### src/brfc_pkg.sv
package brfc_pkg;
  localparam int ADDR_W = 4;
  localparam int DATA_W = 9;
  localparam int DEPTH = 16;
  localparam int PTR_W = 5;
  localparam int REG_AW = 8;
  localparam int FLAG_W = 4;
  localparam int IRQ_W = 6;

  // register byte offsets
  localparam logic [7:0] OFS_CTRL = 8'h00;
  localparam logic [7:0] OFS_THR_FULL = 8'h04;
  localparam logic [7:0] OFS_THR_AFULL = 8'h08;
  localparam logic [7:0] OFS_THR_AEMPTY = 8'h0C;
  localparam logic [7:0] OFS_STATUS = 8'h10;
  localparam logic [7:0] OFS_IRQ_STAT = 8'h14;
  localparam logic [7:0] OFS_IRQ_MASK = 8'h18;

  // control field positions
  localparam int CTRL_MODE_LSB = 0;
  localparam int CTRL_FIFO_BIT = 2;
  localparam int CTRL_ASYNC_BIT = 3;
  localparam int CTRL_W = 4;

  // flag bit positions, shared by status and interrupt layout
  localparam int FL_EMPTY = 0;
  localparam int FL_AEMPTY = 1;
  localparam int FL_AFULL = 2;
  localparam int FL_FULL = 3;
  localparam int EV_WR_REFUSED = 4;
  localparam int EV_RD_REFUSED = 5;
  localparam int STAT_CNT_LSB = 4;

  // reset values
  localparam logic [CTRL_W-1:0] CTRL_RST = 4'h0;
  localparam logic [ADDR_W-1:0] THR_FULL_RST = 4'hF;
  localparam logic [ADDR_W-1:0] THR_AFULL_RST = 4'hC;
  localparam logic [ADDR_W-1:0] THR_AEMPTY_RST = 4'h3;
  localparam logic [ADDR_W-1:0] THR_EMPTY = 4'h0;
  localparam logic [FLAG_W-1:0] FLAGS_RST = 4'h3;
  localparam logic [IRQ_W-1:0] IRQ_MASK_RST = 6'h00;

  localparam logic [1:0] RESP_OKAY = 2'h0;
  localparam logic [1:0] RESP_SLVERR = 2'h2;

  // pin synchroniser depth before logic sees a value
  localparam int SYNC_STAGES = 2;

  typedef enum logic [1:0] {
    BRFC_WM_NORMAL,
    BRFC_WM_THROUGH,
    BRFC_WM_RBW
  } brfc_wmode_e;

  typedef struct packed {
    logic en;
    logic we;
    logic [ADDR_W-1:0] addr;
    logic [DATA_W-1:0] wdata;
  } brfc_port_req_s;

  typedef struct packed {
    logic write_side_clock;
    logic write_clock_enable;
    logic write_strobe;
    logic [DATA_W-1:0] wdata;
    logic read_side_clock;
    logic read_clock_enable;
    logic read_strobe;
    logic global_clear;
    logic read_pointer_clear;
    logic device_wide_reset_n;
  } brfc_fifo_pins_s;
endpackage
### src/brfc_core.sv
// Contract
// - normal mode: output shows reads only
// - write-through: write data echoed on output
// - read-before-write: old contents shown while writing
// - fifo write and read sides, own clocks
// - full, almost-full registered on write clock
// - empty, almost-empty registered on read clock
// - programmable thresholds, empty fixed at zero
// - global clear resets pointers and flags
// - read pointer clear replays stored data
// - port output latches, sync or async clear
// - port clears act on own port only
// - device-wide reset clears both port latches
module brfc_core (
  input wire logic clk_sys_i,
  input wire logic arst_n_i,
  input wire brfc_pkg::brfc_port_req_s port_a_i,
  input wire brfc_pkg::brfc_port_req_s port_b_i,
  input wire logic port_a_output_clear_i,
  input wire logic port_b_output_clear_i,
  output logic [brfc_pkg::DATA_W-1:0] port_a_rdata_o,
  output logic [brfc_pkg::DATA_W-1:0] port_b_rdata_o,
  input wire brfc_pkg::brfc_fifo_pins_s fifo_pins_i,
  output logic [brfc_pkg::DATA_W-1:0] fifo_rdata_o,
  output logic fifo_full_o,
  output logic fifo_almost_full_o,
  output logic fifo_almost_empty_o,
  output logic fifo_empty_o,
  output logic irq_o,
  input wire logic [brfc_pkg::REG_AW-1:0] s_axi_awaddr,
  input wire logic s_axi_awvalid,
  output logic s_axi_awready,
  input wire logic [31:0] s_axi_wdata,
  input wire logic [3:0] s_axi_wstrb,
  input wire logic s_axi_wvalid,
  output logic s_axi_wready,
  output logic [1:0] s_axi_bresp,
  output logic s_axi_bvalid,
  input wire logic s_axi_bready,
  input wire logic [brfc_pkg::REG_AW-1:0] s_axi_araddr,
  input wire logic s_axi_arvalid,
  output logic s_axi_arready,
  output logic [31:0] s_axi_rdata,
  output logic [1:0] s_axi_rresp,
  output logic s_axi_rvalid,
  input wire logic s_axi_rready
);
  localparam int PW = $bits(brfc_pkg::brfc_fifo_pins_s);
  localparam int AW = brfc_pkg::ADDR_W;
  localparam int DW = brfc_pkg::DATA_W;

  function automatic logic reg_known(input logic [7:0] a);
    reg_known = (a == brfc_pkg::OFS_CTRL) || (a == brfc_pkg::OFS_THR_FULL)
      || (a == brfc_pkg::OFS_THR_AFULL) || (a == brfc_pkg::OFS_THR_AEMPTY)
      || (a == brfc_pkg::OFS_STATUS) || (a == brfc_pkg::OFS_IRQ_STAT)
      || (a == brfc_pkg::OFS_IRQ_MASK);
  endfunction

  // value a port latch takes for an enabled access
  function automatic logic [DW-1:0] port_next(
    input brfc_pkg::brfc_wmode_e m, input logic we,
    input logic [DW-1:0] wd, input logic [DW-1:0] old);
    port_next = old;
    if (we && m == brfc_pkg::BRFC_WM_THROUGH) begin
      port_next = wd;
    end
  endfunction

  logic [DW-1:0] mem [brfc_pkg::DEPTH];
  logic [brfc_pkg::CTRL_W-1:0] ctrl;
  logic [AW-1:0] thr_full;
  logic [AW-1:0] thr_afull;
  logic [AW-1:0] thr_aempty;
  logic [brfc_pkg::IRQ_W-1:0] irq_stat;
  logic [brfc_pkg::IRQ_W-1:0] irq_mask;
  logic [PW-1:0] sync1;
  logic [PW-1:0] sync2;
  logic wclk_prev;
  logic rclk_prev;
  logic [brfc_pkg::PTR_W-1:0] wptr;
  logic [brfc_pkg::PTR_W-1:0] rptr;
  logic [brfc_pkg::FLAG_W-1:0] flags;
  logic [DW-1:0] fifo_rdata;

  brfc_pkg::brfc_fifo_pins_s pins;
  brfc_pkg::brfc_wmode_e wmode;
  logic fifo_en;
  logic latch_async;
  assign pins = brfc_pkg::brfc_fifo_pins_s'(sync2);
  assign wmode = brfc_pkg::brfc_wmode_e'(ctrl[brfc_pkg::CTRL_MODE_LSB +: 2]);
  assign fifo_en = ctrl[brfc_pkg::CTRL_FIFO_BIT];
  assign latch_async = ctrl[brfc_pkg::CTRL_ASYNC_BIT];

  // pins from the fabric clocks pass two flops first
  always_ff @(posedge clk_sys_i or negedge arst_n_i) begin
    if (!arst_n_i) begin
      sync1 <= '0;
      sync2 <= '0;
      wclk_prev <= 1'b0;
      rclk_prev <= 1'b0;
    end else begin
      sync1 <= PW'(fifo_pins_i);
      sync2 <= sync1;
      wclk_prev <= pins.write_side_clock;
      rclk_prev <= pins.read_side_clock;
    end
  end

  // edges of the two side clocks
  wire wr_edge = pins.write_side_clock & ~wclk_prev;
  wire rd_edge = pins.read_side_clock & ~rclk_prev;
  wire gclr = pins.global_clear;
  wire wr_try = wr_edge & fifo_en & pins.write_clock_enable & pins.write_strobe;
  wire rd_try = rd_edge & fifo_en & pins.read_clock_enable & pins.read_strobe;
  wire wr_fire = wr_try & ~flags[brfc_pkg::FL_FULL] & ~gclr;
  wire rd_fire = rd_try & ~flags[brfc_pkg::FL_EMPTY] & ~gclr;

  wire [brfc_pkg::PTR_W-1:0] next_wptr = gclr ? '0 :
    brfc_pkg::PTR_W'(wptr + brfc_pkg::PTR_W'(wr_fire));
  // read pointer clear leaves write pointer alone
  wire [brfc_pkg::PTR_W-1:0] next_rptr = (gclr | pins.read_pointer_clear) ?
    '0 : brfc_pkg::PTR_W'(rptr + brfc_pkg::PTR_W'(rd_fire));
  wire [brfc_pkg::PTR_W-1:0] next_cnt =
    brfc_pkg::PTR_W'(next_wptr - next_rptr);
  wire [brfc_pkg::PTR_W-1:0] cnt = brfc_pkg::PTR_W'(wptr - rptr);

  // threshold compares, empty level fixed at zero
  wire cmp_full = next_cnt >= {1'b0, thr_full};
  wire cmp_afull = next_cnt >= {1'b0, thr_afull};
  wire cmp_aempty = next_cnt <= {1'b0, thr_aempty};
  wire cmp_empty = next_cnt == {1'b0, brfc_pkg::THR_EMPTY};

  logic [brfc_pkg::FLAG_W-1:0] next_flags;
  always_comb begin
    next_flags = flags;
    if (gclr) begin
      next_flags = brfc_pkg::FLAGS_RST;
    end else begin
      // full pair on write clock edges
      if (wr_edge) begin
        next_flags[brfc_pkg::FL_FULL] = cmp_full;
        next_flags[brfc_pkg::FL_AFULL] = cmp_afull;
      end
      // empty pair on read clock edges
      if (rd_edge) begin
        next_flags[brfc_pkg::FL_EMPTY] = cmp_empty;
        next_flags[brfc_pkg::FL_AEMPTY] = cmp_aempty;
      end
    end
  end

  always_ff @(posedge clk_sys_i or negedge arst_n_i) begin
    if (!arst_n_i) begin
      wptr <= '0;
      rptr <= '0;
      flags <= brfc_pkg::FLAGS_RST;
      fifo_rdata <= '0;
    end else begin
      wptr <= next_wptr;
      rptr <= next_rptr;
      flags <= next_flags;
      if (rd_fire) begin
        fifo_rdata <= mem[rptr[AW-1:0]];
      end
    end
  end

  assign fifo_rdata_o = fifo_rdata;
  assign fifo_empty_o = flags[brfc_pkg::FL_EMPTY];
  assign fifo_almost_empty_o = flags[brfc_pkg::FL_AEMPTY];
  assign fifo_almost_full_o = flags[brfc_pkg::FL_AFULL];
  assign fifo_full_o = flags[brfc_pkg::FL_FULL];

  // ram ports write only outside fifo use; port a wins a collision
  wire a_wr = port_a_i.en & port_a_i.we & ~fifo_en;
  wire b_wr = port_b_i.en & port_b_i.we & ~fifo_en;
  always_ff @(posedge clk_sys_i) begin
    if (wr_fire) begin
      mem[wptr[AW-1:0]] <= pins.wdata;
    end
    if (b_wr && !(a_wr && port_a_i.addr == port_b_i.addr)) begin
      mem[port_b_i.addr] <= port_b_i.wdata;
    end
    if (a_wr) begin
      mem[port_a_i.addr] <= port_a_i.wdata;
    end
  end

  // normal mode holds the latch during writes
  wire a_load = port_a_i.en &
    ~(port_a_i.we & wmode == brfc_pkg::BRFC_WM_NORMAL);
  wire b_load = port_b_i.en &
    ~(port_b_i.we & wmode == brfc_pkg::BRFC_WM_NORMAL);
  // through echoes input, rbw shows old word
  wire [DW-1:0] a_din = port_next(wmode, port_a_i.we, port_a_i.wdata,
    mem[port_a_i.addr]);
  wire [DW-1:0] b_din = port_next(wmode, port_b_i.we, port_b_i.wdata,
    mem[port_b_i.addr]);
  wire a_clr = port_a_output_clear_i | ~pins.device_wide_reset_n;
  wire b_clr = port_b_output_clear_i | ~pins.device_wide_reset_n;

  // output latches with selectable clear style
  brfc_out_latch u_latch_a (
    .clk_sys_i(clk_sys_i),
    .arst_n_i(arst_n_i),
    .load_i(a_load),
    .din_i(a_din),
    .clr_i(a_clr),
    .async_i(latch_async),
    .dout_o(port_a_rdata_o)
  );
  brfc_out_latch u_latch_b (
    .clk_sys_i(clk_sys_i),
    .arst_n_i(arst_n_i),
    .load_i(b_load),
    .din_i(b_din),
    .clr_i(b_clr),
    .async_i(latch_async),
    .dout_o(port_b_rdata_o)
  );

  // axi4-lite write channel
  logic aw_held;
  logic w_held;
  logic [7:0] aw_addr;
  logic [31:0] w_data;
  logic w_lane0;
  wire aw_take = s_axi_awvalid & s_axi_awready;
  wire w_take = s_axi_wvalid & s_axi_wready;
  assign s_axi_awready = ~aw_held & ~s_axi_bvalid;
  assign s_axi_wready = ~w_held & ~s_axi_bvalid;
  wire wr_go = aw_held & w_held;
  wire wr_ok = reg_known(aw_addr);
  wire wr_commit = wr_go & wr_ok & w_lane0;

  always_ff @(posedge clk_sys_i or negedge arst_n_i) begin
    if (!arst_n_i) begin
      aw_held <= 1'b0;
      w_held <= 1'b0;
      aw_addr <= '0;
      w_data <= '0;
      w_lane0 <= 1'b0;
      s_axi_bvalid <= 1'b0;
      s_axi_bresp <= brfc_pkg::RESP_OKAY;
    end else begin
      if (aw_take) begin
        aw_held <= 1'b1;
        aw_addr <= s_axi_awaddr;
      end
      if (w_take) begin
        w_held <= 1'b1;
        w_data <= s_axi_wdata;
        w_lane0 <= s_axi_wstrb[0];
      end
      if (wr_go) begin
        aw_held <= 1'b0;
        w_held <= 1'b0;
        s_axi_bvalid <= 1'b1;
        s_axi_bresp <= wr_ok ? brfc_pkg::RESP_OKAY : brfc_pkg::RESP_SLVERR;
      end else if (s_axi_bvalid && s_axi_bready) begin
        s_axi_bvalid <= 1'b0;
      end
    end
  end

  // axi4-lite read channel
  wire ar_take = s_axi_arvalid & s_axi_arready;
  assign s_axi_arready = ~s_axi_rvalid;
  wire ar_ok = reg_known(s_axi_araddr);
  wire irq_rd_clr = ar_take & (s_axi_araddr == brfc_pkg::OFS_IRQ_STAT);
  logic [31:0] rd_mux;
  always_comb begin
    rd_mux = '0;
    unique case (s_axi_araddr)
      brfc_pkg::OFS_CTRL: rd_mux[brfc_pkg::CTRL_W-1:0] = ctrl;
      brfc_pkg::OFS_THR_FULL: rd_mux[AW-1:0] = thr_full;
      brfc_pkg::OFS_THR_AFULL: rd_mux[AW-1:0] = thr_afull;
      brfc_pkg::OFS_THR_AEMPTY: rd_mux[AW-1:0] = thr_aempty;
      brfc_pkg::OFS_STATUS: begin
        rd_mux[brfc_pkg::FLAG_W-1:0] = flags;
        rd_mux[brfc_pkg::STAT_CNT_LSB +: brfc_pkg::PTR_W] = cnt;
      end
      brfc_pkg::OFS_IRQ_STAT: rd_mux[brfc_pkg::IRQ_W-1:0] = irq_stat;
      brfc_pkg::OFS_IRQ_MASK: rd_mux[brfc_pkg::IRQ_W-1:0] = irq_mask;
      default: rd_mux = '0;
    endcase
  end

  always_ff @(posedge clk_sys_i or negedge arst_n_i) begin
    if (!arst_n_i) begin
      s_axi_rvalid <= 1'b0;
      s_axi_rdata <= '0;
      s_axi_rresp <= brfc_pkg::RESP_OKAY;
    end else if (ar_take) begin
      s_axi_rvalid <= 1'b1;
      s_axi_rdata <= rd_mux;
      s_axi_rresp <= ar_ok ? brfc_pkg::RESP_OKAY : brfc_pkg::RESP_SLVERR;
    end else if (s_axi_rvalid && s_axi_rready) begin
      s_axi_rvalid <= 1'b0;
    end
  end

  // register writes, low byte lane only
  always_ff @(posedge clk_sys_i or negedge arst_n_i) begin
    if (!arst_n_i) begin
      ctrl <= brfc_pkg::CTRL_RST;
      thr_full <= brfc_pkg::THR_FULL_RST;
      thr_afull <= brfc_pkg::THR_AFULL_RST;
      thr_aempty <= brfc_pkg::THR_AEMPTY_RST;
      irq_mask <= brfc_pkg::IRQ_MASK_RST;
    end else if (wr_commit) begin
      unique case (aw_addr)
        brfc_pkg::OFS_CTRL: ctrl <= w_data[brfc_pkg::CTRL_W-1:0];
        brfc_pkg::OFS_THR_FULL: thr_full <= w_data[AW-1:0];
        brfc_pkg::OFS_THR_AFULL: thr_afull <= w_data[AW-1:0];
        brfc_pkg::OFS_THR_AEMPTY: thr_aempty <= w_data[AW-1:0];
        brfc_pkg::OFS_IRQ_MASK: irq_mask <= w_data[brfc_pkg::IRQ_W-1:0];
        default: ;
      endcase
    end
  end

  // sticky events; a new event beats the read clear
  wire [brfc_pkg::FLAG_W-1:0] flag_rise = next_flags & ~flags;
  wire [brfc_pkg::IRQ_W-1:0] irq_ev = {rd_try & flags[brfc_pkg::FL_EMPTY],
    wr_try & flags[brfc_pkg::FL_FULL], flag_rise};
  always_ff @(posedge clk_sys_i or negedge arst_n_i) begin
    if (!arst_n_i) begin
      irq_stat <= '0;
    end else begin
      irq_stat <= (irq_rd_clr ? '0 : irq_stat) | irq_ev;
    end
  end
  assign irq_o = |(irq_stat & irq_mask);
endmodule

### src/brfc_out_latch.sv
module brfc_out_latch (
  input wire logic clk_sys_i,
  input wire logic arst_n_i,
  input wire logic load_i,
  input wire logic [brfc_pkg::DATA_W-1:0] din_i,
  input wire logic clr_i,
  input wire logic async_i,
  output logic [brfc_pkg::DATA_W-1:0] dout_o
);
  logic rst_n_int;

  // async mode folds the clear into the flop reset
  assign rst_n_int = arst_n_i & ~(clr_i & async_i);

  always_ff @(posedge clk_sys_i or negedge rst_n_int) begin
    if (!rst_n_int) begin
      dout_o <= '0;
    end else if (clr_i) begin
      dout_o <= '0;
    end else if (load_i) begin
      dout_o <= din_i;
    end
  end
endmodule

### config.mk
export PLATFORM = sky130hd
export DESIGN_NAME = brfc_core
export DESIGN_NICKNAME = d
export VERILOG_FILES = /design/src/brfc_pkg.sv /design/src/brfc_core.sv /design/src/brfc_out_latch.sv
export SDC_FILE = /design/constraint.sdc
export NUM_CORES = 1
export LEC_CHECK = 0
export BUFFER_PORTS_ARGS = -buffer_cell sky130_fd_sc_hd__buf_2
export CAP_MARGIN = 20
export CORE_ASPECT_RATIO = 0.6
export CORE_MARGIN = 2
export CORE_UTILIZATION = 55
export DETAILED_ROUTE_END_ITERATION = 8
export PLACE_DENSITY_LB_ADDON = 0.2
export SLEW_MARGIN = 0
export SYNTH_ARGS = -nofsm -noshare
export SYNTH_HDL_FRONTEND = slang
export SYNTH_HIERARCHICAL = 1
export SYNTH_SLANG_ARGS = --single-unit
### constraint.sdc
create_clock -name clk_sys_i -period 3.8 [get_ports clk_sys_i]
set_input_delay 0.19 -clock clk_sys_i [delete_from_list [all_inputs] [get_ports clk_sys_i]]
set_output_delay 0.19 -clock clk_sys_i [all_outputs]
set_load 0.05 [all_outputs]
==> results of run 1 <==
-- cell families after synthesis --
logic type | after synthesis | synth area share [%]
multiplexers | 287 | 29.55
flip-flops | 281 | 48.21
AND/OR/NAND/NOR | 265 | 7.380
AO/OA/AOI/OAI | 198 | 7.372
buffers and inverters | 133 | 4.382
adder cells (fa/ha/maj) | 26 | 2.113
XOR/XNOR | 16 | 0.9634
other | 1 | 0.02328
-- power groups by stage --
stage / Combinational, mW / Clock (mW) / Sequential [mW]
3_3_place_gp: 1.21 / 0 / 3.63
2_1_floorplan: 0.839 / 0 / 3.64
4_1_cts: 1.28 / 2.82 / 3.58
6_report: 1.30 / 2.81 / 3.59
5_1_grt: 1.38 / 2.95 / 3.61
3_5_place_dp: 1.24 / 0 / 3.64
-- worst reg2reg max path, cell delays in order, from the launching register on --
cell and delay [ns]:
dfrtp_2 0.46, buf_4 0.18, and3_1 0.19, and2_1 0.19, ha_1 0.20, ha_1 0.23
xnor2_1 0.16, nor2_1 0.18, ha_4 0.24, nand2_1 0.06, nor2_1 0.04, a211oi_1 0.25
xnor2_1 0.16, buf_4 0.18, ha_1 0.29, a21oi_2 0.06, a2111oi_2 0.35, a21o_1 0.12
-- stage by stage --
step / setup WS [ns] / hold WS (ns) / util [%]
2_1_floorplan: 0.07930 / -0.1056 / -
3_3_place_gp: 0.2042 / 0.2989 / 59.93
3_5_place_dp: 0.07306 / 0.2994 / 59.93
4_1_cts: 0.04673 / 0.03774 / 64.39
5_1_grt: 0.01773 / 0.07639 / 64.58
6_report: 0.1809 / 0.04585 / 64.58
-- final timing paths --
check / slack, ns / start / end
max: 0.18 / ctrl[2]$_DFFE_PN0P_ / irq_stat[2]$_DFF_PN0_
min: 0.05 / s_axi_araddr[0] / s_axi_rdata[2]$_DFFE_PN0P_
max reg2reg: 0.18 / ctrl[2]$_DFFE_PN0P_ / irq_stat[2]$_DFF_PN0_
min reg2reg: 0.35 / sync1[17]$_DFF_PN0_ / pins[17]$_DFF_PN0_
max in group asynchronous: 2.67 / arst_n_i / flags[0]$_DFF_PN1_
min in group asynchronous: 0.19 / port_b_output_clear_i / u_latch_b/dout_o[6]$_DFFE_PN0P_
-- routing by layer --
layer  vias up  part of all wire [%]
met5         -                 0.026
met4         2                   2.5
met3       113                    16
met2       911                    41
met1      5860                    40
li1       4923                     -
-- state kept, by name, indices dropped and copies added (netlist names), 4 cells and up --
| register | count |
|---|---|
| flags | 4 |
| irq_mask | 6 |
| ctrl | 4 |
| sync1 | 18 |
| wptr | 5 |
| u_latch_a/dout_o | 9 |
| mem | 144 |
| pins | 18 |
| rptr | 5 |
| aw_addr | 8 |
| w_data | 6 |
| thr_afull | 4 |
| fifo_rdata_o | 9 |
| thr_full | 4 |
| thr_aempty | 4 |
| s_axi_rdata | 9 |
| irq_stat | 6 |
| u_latch_b/dout_o | 9 |
-- repair_timing --
item                                   4_1_cts  5_1_grt
setup endpoints to repair                    0        6
endpoints found under the hold margin       91        0
gates resized for setup                      0        8
hold buffers                                37        0
-- area by class of cell --
| cell class | instances | area, µm² |
|---|---|---|
| tap | 375 | 469.2 |
| multi-input combinational | 817 | 7757 |
| timing repair buffer | 237 | 1569 |
| sequential | 281 | 7767 |
| clock buffer | 39 | 813.3 |
| inverter | 28 | 105.1 |
| fill | 2121 | 10190 |
| clock inverter | 11 | 97.59 |
-- cell usage in the layout (no fill, tap or decap), types with 6 or more instances in the layout --
cell type / count
nand2_1: 38
o21ai_0: 21
buf_4: 72
nand3_1: 13
mux2_2: 102
dlygate4sd3_1: 37
mux4_2: 137
edfxtp_1: 144
a22o_1: 6
a21o_1: 6
buf_2: 126
xnor2_1: 8
ha_1: 23
dfrtp_1: 125
a22oi_1: 6
nand2b_1: 14
nor2_1: 149
nor2b_1: 15
dfstp_2: 10
a21oi_2: 11
a21oi_1: 110
conb_1: 25
nor3_1: 6
mux2_4: 9
clkbuf_16: 29
mux2i_1: 39
inv_1: 26
==> key figures, run 1 <==
Route
  – DRC Markers: 0
  – Drt total wl: 50.39 mm
  – First-pass DRT Iterations: 5
  – Detailed-route via count: 11809
  – DRT iter0 DRCs: 1660
  – Vias/cell: around 6.6
  – Detail Route Antenna Nets: 0
  – Drt wl/cell: 28.18 µm

Timing
  – FMAX: 0.2763 GHz
  – RSZ-0062 raised after global routing: false
  – Clock Skew: 0.01580 ns
  – Number of hold violations in the final report: 0
  – Share of the clock period used by the worst path: a little over nine tenths
  – Final max-slew violation count: 0
  – Crit path time final: 3.619 ns
  – Max_slew headroom: between 40% and 50%
  – Final setup fails: 0
  – Sum of negative setup slack: 0 ns
  – Least-Margin Pin Slew: 0.8623 ns

Synth
  – Number of synthesis warnings: 6
  – Synth Cell Area: 16110 µm²
  – FFs w/ async S/R, synth: 48.75%
  – Synth top area cells: edfxtp_1 27%, dfrtp_1 20%, mux4_2 19%
  – Register area share after synthesis: between 40% and 50%
  – Cell taking the most area after synthesis: edfxtp_1
  – EDFF count, synth: 144
  – Most common library cells after synthesis: 149 x nor2_1, 144 x edfxtp_1, 137 x mux4_2, 127 x dfrtp_1, 111 x a21oi_1
  – Syn Area/Cell: 13.34 µm²
  – Most frequent cell after synthesis: nor2_1
  – Yosys cell types: slightly above 60
  – Mapped Cells: 1207
  – Share of the synthesized area in the top cell type: around 27%
  – Commonest register cell after synthesis: edfxtp_1
  – Synth Register Bits: 281

Power and ir drop
  – Sw Ratio: 28.41%
  – Leakage: 7.339 nW
  – Switching power: 2.186 mW
  – Comb pwr share: 16.9%
  – Clock power share: 36.4%
  – PwrDens: just over 400 nW/µm²
  – P_int: around 5.5 mW
  – Sequential power share: a little under half
  – Post-route total power: 7.696 mW
  – VDD IR-drop max: 505.3 µV

Clock network
  – CTS tree: built
  – H-tree levels: 1
  – Total CTS buffers: 27
  – Clock root buffer: clkbuf_16
  – Reg clk slew, reported paths: 0.07 ns
  – Post-CTS Setup Bufs: 0
  – Clock Path Buffers: 3
  – Clock Sinks: 281
  – Worst-skew pair later-pin latency: 0.57 ns

Cells and area
  – Diodes inserted: 0
  – Nets: 1527
  – Non-filler cells, final: 1788
  – Synth-to-layout area growth: 15.36%
  – Post-layout instance area: 18580 µm²
  – Layout cells sized above 1: 37.58%

Floorplanning
  – Rows: 48
  – IO Pins: roughly 180
  – Core footprint: 28770 µm²
  – Full die area: roughly 30000 µm²
  – Die H: 136.6 µm
  – Initial core utilization: 55.98%
  – Die width: 224.9 µm

Global routing
  – Met3 Usage GRT: between 10% and 20%
  – Gr busiest metal: met1
  – Grt ovf: 0
  – Global-route wire length before repair: 74.15 mm
  – Largest net degree at the start of global routing: 67
  – Met2 usage: a little under half
  – GR Layer Usage met1: 50.30%
  – Vias in the first global route: around 11000
  – Antenna violations before repair: 2
  – Total global routing track utilization: 33.97%

Placed design
  – Placed Instance Area: 17240 µm²
  – DP Wirelength: roughly 35 mm
  – Inst Count DP: around 1700
  – IO buf count: 127
  – RePlAce Congestion: approximately 0.9

Job
  – Max Cap Viol: 0

Worst setup path
  – Critical path launch point type: flop
  – CP max stage delay: 0.46 ns
  – Most used cell, CP: ha_1
  – Crit path arrival time: between 4 and 5 ns
  – CP top delay family: adder cells
  – Buf/Inv on CP: 2
  – Crit path depth: 17
  – Reg2reg path depth: 17
  – WS Path Type: reg -> reg
  – Critical-path top delay cell: dfrtp_2
  – Crit-path cells: buf_4 > and3_1 > and2_1 > ha_1 > ha_1 > xnor2_1 > nor2_1 > ha_4 > nand2_1 > nor2_1 > a211oi_1 > xnor2_1 > buf_4 > ha_1 > a21oi_2 > a2111oi_2 > a21o_1
  – CP endpoint kind: flop
  – CP max FO: 5
  – Req. time, crit path: around 4.3 ns

Outcome
  – Status: finished, final reports clean

Worst hold path
  – Hold Path Cell Cnt: 4
  – HP Class: in -> reg
Note: power is estimated with default switching activity, not from simulation.
==> run 2: changes to the inputs <==
RECOVER_POWER = 25   (was default)
==> run 2 against run 1 <==
Effect of this change:
- the run now ends with capacitance limit, slew limit left
- global-route usage unchanged
- sequential share of layout area up 0.054 points
- core utilization down 0.083 points
- first-iteration DRC count up 4.8%
- worst hold slack worse by 0.00078 ns
- final cell count unchanged
- critical endpoint unchanged
- largest cell class unchanged
==> key figures, run 2 (synthesis results as in run 1) <==
Global routing
  – Vias in the first global route: approximately 11000
  – Antenna violations before repair: 2
  – Grt ovf: 0
  – Total global routing track utilization: about a third
  – Largest net degree at the start of global routing: 67
  – Global-route wire length before repair: between 70 and 80 mm

Timing
  – Share of the clock period used by the worst path: 95.33%
  – Final setup fails: 0
  – Number of hold violations in the final report: 0
  – Max_slew headroom: -3.549%
  – Crit path time final: 3.622 ns
  – Final max-slew violation count: between 60 and 70
  – Least-Margin Pin Slew: 1.553 ns
  – RSZ-0062 raised after global routing: false
  – FMAX: between 0.2 and 0.3 GHz
  – Sum of negative setup slack: 0 ns
  – Clock Skew: 0.01688 ns

Worst setup path
  – CP max FO: 5
  – Req. time, crit path: 4.31 ns
  – Crit. Startpoint: ctrl[2]$_DFFE_PN0P_
  – RR Startpoint: ctrl[2]$_DFFE_PN0P_
  – CP endpoint kind: flop
  – Crit Reg-Reg Endpoint: irq_stat[2]$_DFF_PN0_
  – R2r setup slk: approximately 0.18 ns
  – Crit path arrival time: 4.13 ns
  – WS Path Type: reg -> reg
  – Critical path launch point type: flop
  – Reg2reg path depth: 17

Clock network
  – Clock Sinks: 281
  – Post-CTS Setup Bufs: 0
  – Total CTS buffers: 27
  – Clock root buffer: clkbuf_16
  – Clock Path Buffers: 3
  – CTS tree: built
  – Reg clk slew, reported paths: 0.07 ns
  – Worst-skew pair later-pin latency: 0.57 ns
  – H-tree levels: 1

Floorplanning
  – Die H: 136.6 µm
  – Die width: 224.9 µm
  – Full die area: 30710 µm²
  – Rows: 48
  – Initial core utilization: about 56%
  – Core footprint: 28770 µm²
  – IO Pins: roughly 180

Cells and area
  – Max reg flops: roughly 140
  – Layout cells sized above 1: a little under two fifths
  – Diodes inserted: 0
  – Biggest register: mem
  – Post-layout instance area: between 15000 and 20000 µm²
  – Nets: 1527
  – Synth-to-layout area growth: 15.21%
  – Final Core Density: between 60 and 70%
  – Most common cell after layout, fill and taps aside: nor2_1
  – Commonest non-fill, non-tap cells in the layout: 149 x nor2_1, 144 x edfxtp_1, 137 x mux4_2

Route
  – First-pass DRT Iterations: 5
  – Drt total wl: 50.48 mm
  – Drt wl/cell: 28.23 µm
  – DRC Markers: 0
  – Vias/cell: 6.602
  – Detail Route Antenna Nets: 0
  – DRT iter0 DRCs: 1740
  – Detailed-route via count: 11804

Power and ir drop
  – Leakage: 7.324 nW
  – Post-route total power: 7.699 mW
  – PwrDens: 414.9 nW/µm²
  – VDD IR-drop max: 503.6 µV

Outcome
  – Status: finished with violations
  – Violated checks: capacitance limit, slew limit

Placed design
  – Placed Instance Area: 17240 µm²
  – IO buf count: about 130
  – RePlAce Congestion: 0.9227
  – DP Wirelength: 35.45 mm

Worst hold path
  – HP Start: s_axi_araddr[0]
  – Hold Path Cell Cnt: 4
  – HP Class: in -> reg
  – WHS Endpoint: s_axi_rdata[2]$_DFFE_PN0P_

Job
  – Max Cap Viol: 1
[run 2: cell count changes in the layout (fill, tap and decap cells not counted)]
cell      change
buf_12        -1
clkbuf_2      +2
buf_2         -2
and2_0        +1
and2_1        -1
buf_4         -2
clkbuf_1      +3
[run 2: layout make-up]
cell class,instances,area (µm²)
Fill cell,2122,10210
Sequential cell,281,7767
Multi-Input combinational cell,817,7757
Timing Repair Buffer,237,1545
Clock buffer,39,813.3
Tap cell,375,469.2
Inverter,28,105.1
Clock inverter,11,97.59
[run 2: worst max path at each step]
stage / to / depth (start not counted)
after floorplan: irq_stat[1]$_DFF_PN0_ / 17
after global placement: irq_stat[1]$_DFF_PN0_ / 15
after detailed placement: irq_stat[1]$_DFF_PN0_ / 15
after CTS: irq_stat[1]$_DFF_PN0_ / 15
after global routing: irq_stat[1]$_DFF_PN0_ / 17
final: irq_stat[2]$_DFF_PN0_ / 17
[run 2: repair_timing]
action / CTS / global route
hold buffers: 37 / 0
hold endpoints to repair: 91 / 0
gates resized for setup: 0 / 8
endpoints found under the setup margin: 0 / 6
[run 2: stage by stage]
stage	hold WS (ns)	setup slack [ns]	cells
after floorplan	-0.1056	0.07930	1231
after global placement	0.2989	0.2042	1698
after detailed placement	0.2994	0.07306	1698
after CTS	0.03774	0.04673	1785
after global routing	0.07639	0.01773	1788
final	0.04508	0.1776	1788
[run 2: routing by layer]
| layer | up-vias | GRT usage (%) | part of all wire (%) |
|---|---|---|---|
| met1 | 5926 | 50.30 | 41 |
| met5 | - | 0 | 0.026 |
| met4 | 2 | 7.211 | 2.5 |
| li1 | 4907 | - | - |
| met2 | 857 | 47.55 | 41 |
| met3 | 112 | 13.35 | 16 |
[run 2: where the power goes]
part	total (mW)	internal (mW)	switching, mW
combinational	1.30	0.527	0.772
sequential	3.59	3.41	0.178
clock	2.81	1.57	1.24
total	7.70	5.51	2.19
[run 2: worst max-delay path, cell delays in order (launching register included)]
cell and delay, ns:
dfrtp_2 0.47, buf_4 0.18, and3_1 0.19, and2_1 0.19, ha_1 0.20, ha_1 0.23
xnor2_1 0.16, nor2_1 0.18, ha_4 0.24, nand2_1 0.06, nor2_1 0.04, a211oi_1 0.25
xnor2_1 0.16, buf_4 0.18, ha_1 0.29, a21oi_2 0.06, a2111oi_2 0.35, a21o_1 0.12
==> run 3: changes to the inputs <==
RECOVER_POWER = 100   (was 25)
==> run 3 against run 2 <==
Effect of this change:
- the run still ends with capacitance limit, slew limit left
- setup slack got worse by 0.16 ns
- total power fell by 0.45%
- sequential cell count unchanged
- core utilization fell by 0.77 points
- largest power group unchanged
- global-route usage did not move
- cell area decreased by 1.2%
- sequential share of layout area up 0.51 points
- register-to-register slack worse by 0.16 ns
- critical path depth decreased by 10
- count of clock-buffer cells in the layout unchanged
- wire length about the same
==> key figures, run 3 (synthesis results as in run 1) <==
Global routing
  – Grt ovf: 0
  – Vias in the first global route: 11371
  – Global-route wire length before repair: 74.15 mm
  – Antenna violations before repair: 2
  – Largest net degree at the start of global routing: 67
  – Total global routing track utilization: 33.97%

Route
  – Vias/cell: 6.553
  – First-pass DRT Iterations: 6
  – Detail Route Antenna Nets: 0
  – DRT iter0 DRCs: 1562
  – Drt wl/cell: 28.24 µm
  – DRC Markers: 0
  – Drt total wl: about 50 mm
  – Detailed-route via count: 11716

Cells and area
  – Commonest non-fill, non-tap cells in the layout: 149 x nor2_1, 144 x edfxtp_1, 137 x mux4_2
  – Fillers: 2195
  – Combined area of the multi-input logic cells: 7707 µm²
  – Nets: 1527
  – Max reg flops: 144
  – Most common cell after layout, fill and taps aside: nor2_1
  – Post-layout instance area: 18330 µm²
  – Sequential cell area: 7767 µm²
  – Synth-to-layout area growth: 13.83%
  – Diodes inserted: 0
  – Biggest register: mem
  – Layout cells sized above 1: ~31%

Worst hold path
  – HP Start: s_axi_araddr[0]
  – HP Class: in -> reg

Clock network
  – Total CTS buffers: 27
  – CTS tree: built
  – Clock Path Buffers: 3
  – Worst-skew pair later-pin latency: 0.57 ns
  – H-tree levels: 1
  – Clock Sinks: 281
  – Clock root buffer: clkbuf_16
  – Reg clk slew, reported paths: 0.07 ns

Timing
  – Share of the clock period used by the worst path: 99.51%
  – RSZ-0062 raised after global routing: false
  – Max_slew headroom: -11.56%
  – Sum of negative setup slack: 0 ns
  – Final max-slew violation count: roughly 140
  – Number of hold violations in the final report: 0
  – Least-Margin Pin Slew: 1.673 ns
  – FMAX: ~0.26 GHz
  – Final setup fails: 0
  – Crit path time final: roughly 3.8 ns
  – Clock Skew: 0.01954 ns

Placed design
  – IO buf count: 127
  – Placed Instance Area: 17240 µm²
  – DP Wirelength: 35.45 mm
  – RePlAce Congestion: between 0.9 and 1

Job
  – Max Cap Viol: 3

Worst setup path
  – WS Path Type: reg -> reg
  – CP max stage delay: between 1 and 1.5 ns
  – Crit-path cells: buf_4 > nor2_1 > a211oi_1 > a22oi_1 > or2_0 > o21bai_1 > clkbuf_2
  – Crit. Startpoint: ctrl[2]$_DFFE_PN0P_
  – CP top delay family: compound AO/OA/AOI/OAI gates
  – Buf/Inv on CP: 2
  – RR Startpoint: ctrl[2]$_DFFE_PN0P_
  – Critical-path top delay cell: a211oi_1
  – Req. time, crit path: 4.05 ns
  – CP max FO: 7
  – Critical path launch point type: flop
  – Crit path arrival time: 4.04 ns
  – CP endpoint kind: flop

Floorplanning
  – Initial core utilization: between 50 and 60%
  – Rows: 48
  – IO Pins: 182
  – Full die area: approximately 31000 µm²
  – Die H: around 140 µm
  – Core footprint: 28770 µm²
  – Die width: between 200 and 250 µm

Power and ir drop
  – Leakage: around 7 nW
  – VDD IR-drop max: 503.3 µV
  – PwrDens: 418.1 nW/µm²

Outcome
  – Status: finished with violations
  – Violated checks: capacitance limit, slew limit
==> run 3: cell types whose count changed in the layout (fill, tap and decap cells not counted), moves of 3 or more <==
cell      previous run  this run
clkbuf_1             8        76
buf_2              124        75
buf_4               70        34
mux2_1               0        20
clkbuf_2             2        18
mux2_2             102        91
mux2_4               9         0
o21ai_0             21        25
o21ai_1              5         1
or2_0                0         3
or2_1                3         0
==> run 3: through the flow <==
stage	hold slack (ns)	cells	utilization, %	power, mW	worst slack [ns]
floorplan	-0.1056	1231	-	4.484	0.07930
global placement	0.2989	1698	59.93	4.842	0.2042
detailed placement	0.2994	1698	59.93	4.877	0.07306
CTS	0.03774	1785	64.39	7.678	0.04673
global route	0.07639	1788	63.73	7.904	0.01182
finish	0.04509	1788	63.73	7.664	0.01866
==> run 3: tightest hold or removal path, delay by kind of cell <==
| family | cells | cell delay (ns) |
|---|---|---|
| and+or+nand+nor | 1 | 0.05 |
| AOI/OAI and AO/OA | 2 | 0.24 |
| buffers and inverters | 1 | 0.07 |
==> run 3: final cells by class <==
class	instances	share of cell area [%]
Clock inverter	11	0.5324
Timing Repair Buffer	237	7.487
Inverter	28	0.5733
Tap cell	375	2.559
Multi-Input combinational cell	817	42.04
Sequential cell	281	42.37
Clock buffer	39	4.436
==> run 3: worst paths after layout <==
path                                                   end  slack [ns]  cells after the start
max reg2reg                            mem[2][4]$_DFFE_PP_        0.02                      7
min                             s_axi_rdata[2]$_DFFE_PN0P_        0.05                      4
min in group asynchronous  u_latch_b/dout_o[3]$_DFFE_PN0P_        0.30                      4
max in group asynchronous                rptr[0]$_DFF_PN0_        0.95                      3
max                                    mem[2][4]$_DFFE_PP_        0.02                      7
min reg2reg                             pins[17]$_DFF_PN0_        0.35                      0
==> run 3: repair_timing <==
item / in CTS / in global routing
buffers inserted: 0 / 0
setup endpoints to repair: 0 / 6
gates resized for setup: 0 / 8
hold endpoints to repair: 91 / 0
hold buffers: 37 / 0
==> run 3: report_power, final <==
group | switching [mW] | leakage [nW] | internal (mW) | total, mW
clock network | 1.24 | 0.457 | 1.57 | 2.81
registers | 0.179 | 3.01 | 3.41 | 3.59
logic | 0.771 | 3.54 | 0.494 | 1.26
==> run 3: per-layer routing <==
layer  vias up  track usage (%)  wire (µm)
met5         -                0         13
met4         2            7.211       1183
met3       101            13.35       8130
met2       877            47.55      20970
met1      5816            50.30      20200
li1       4920                -          -
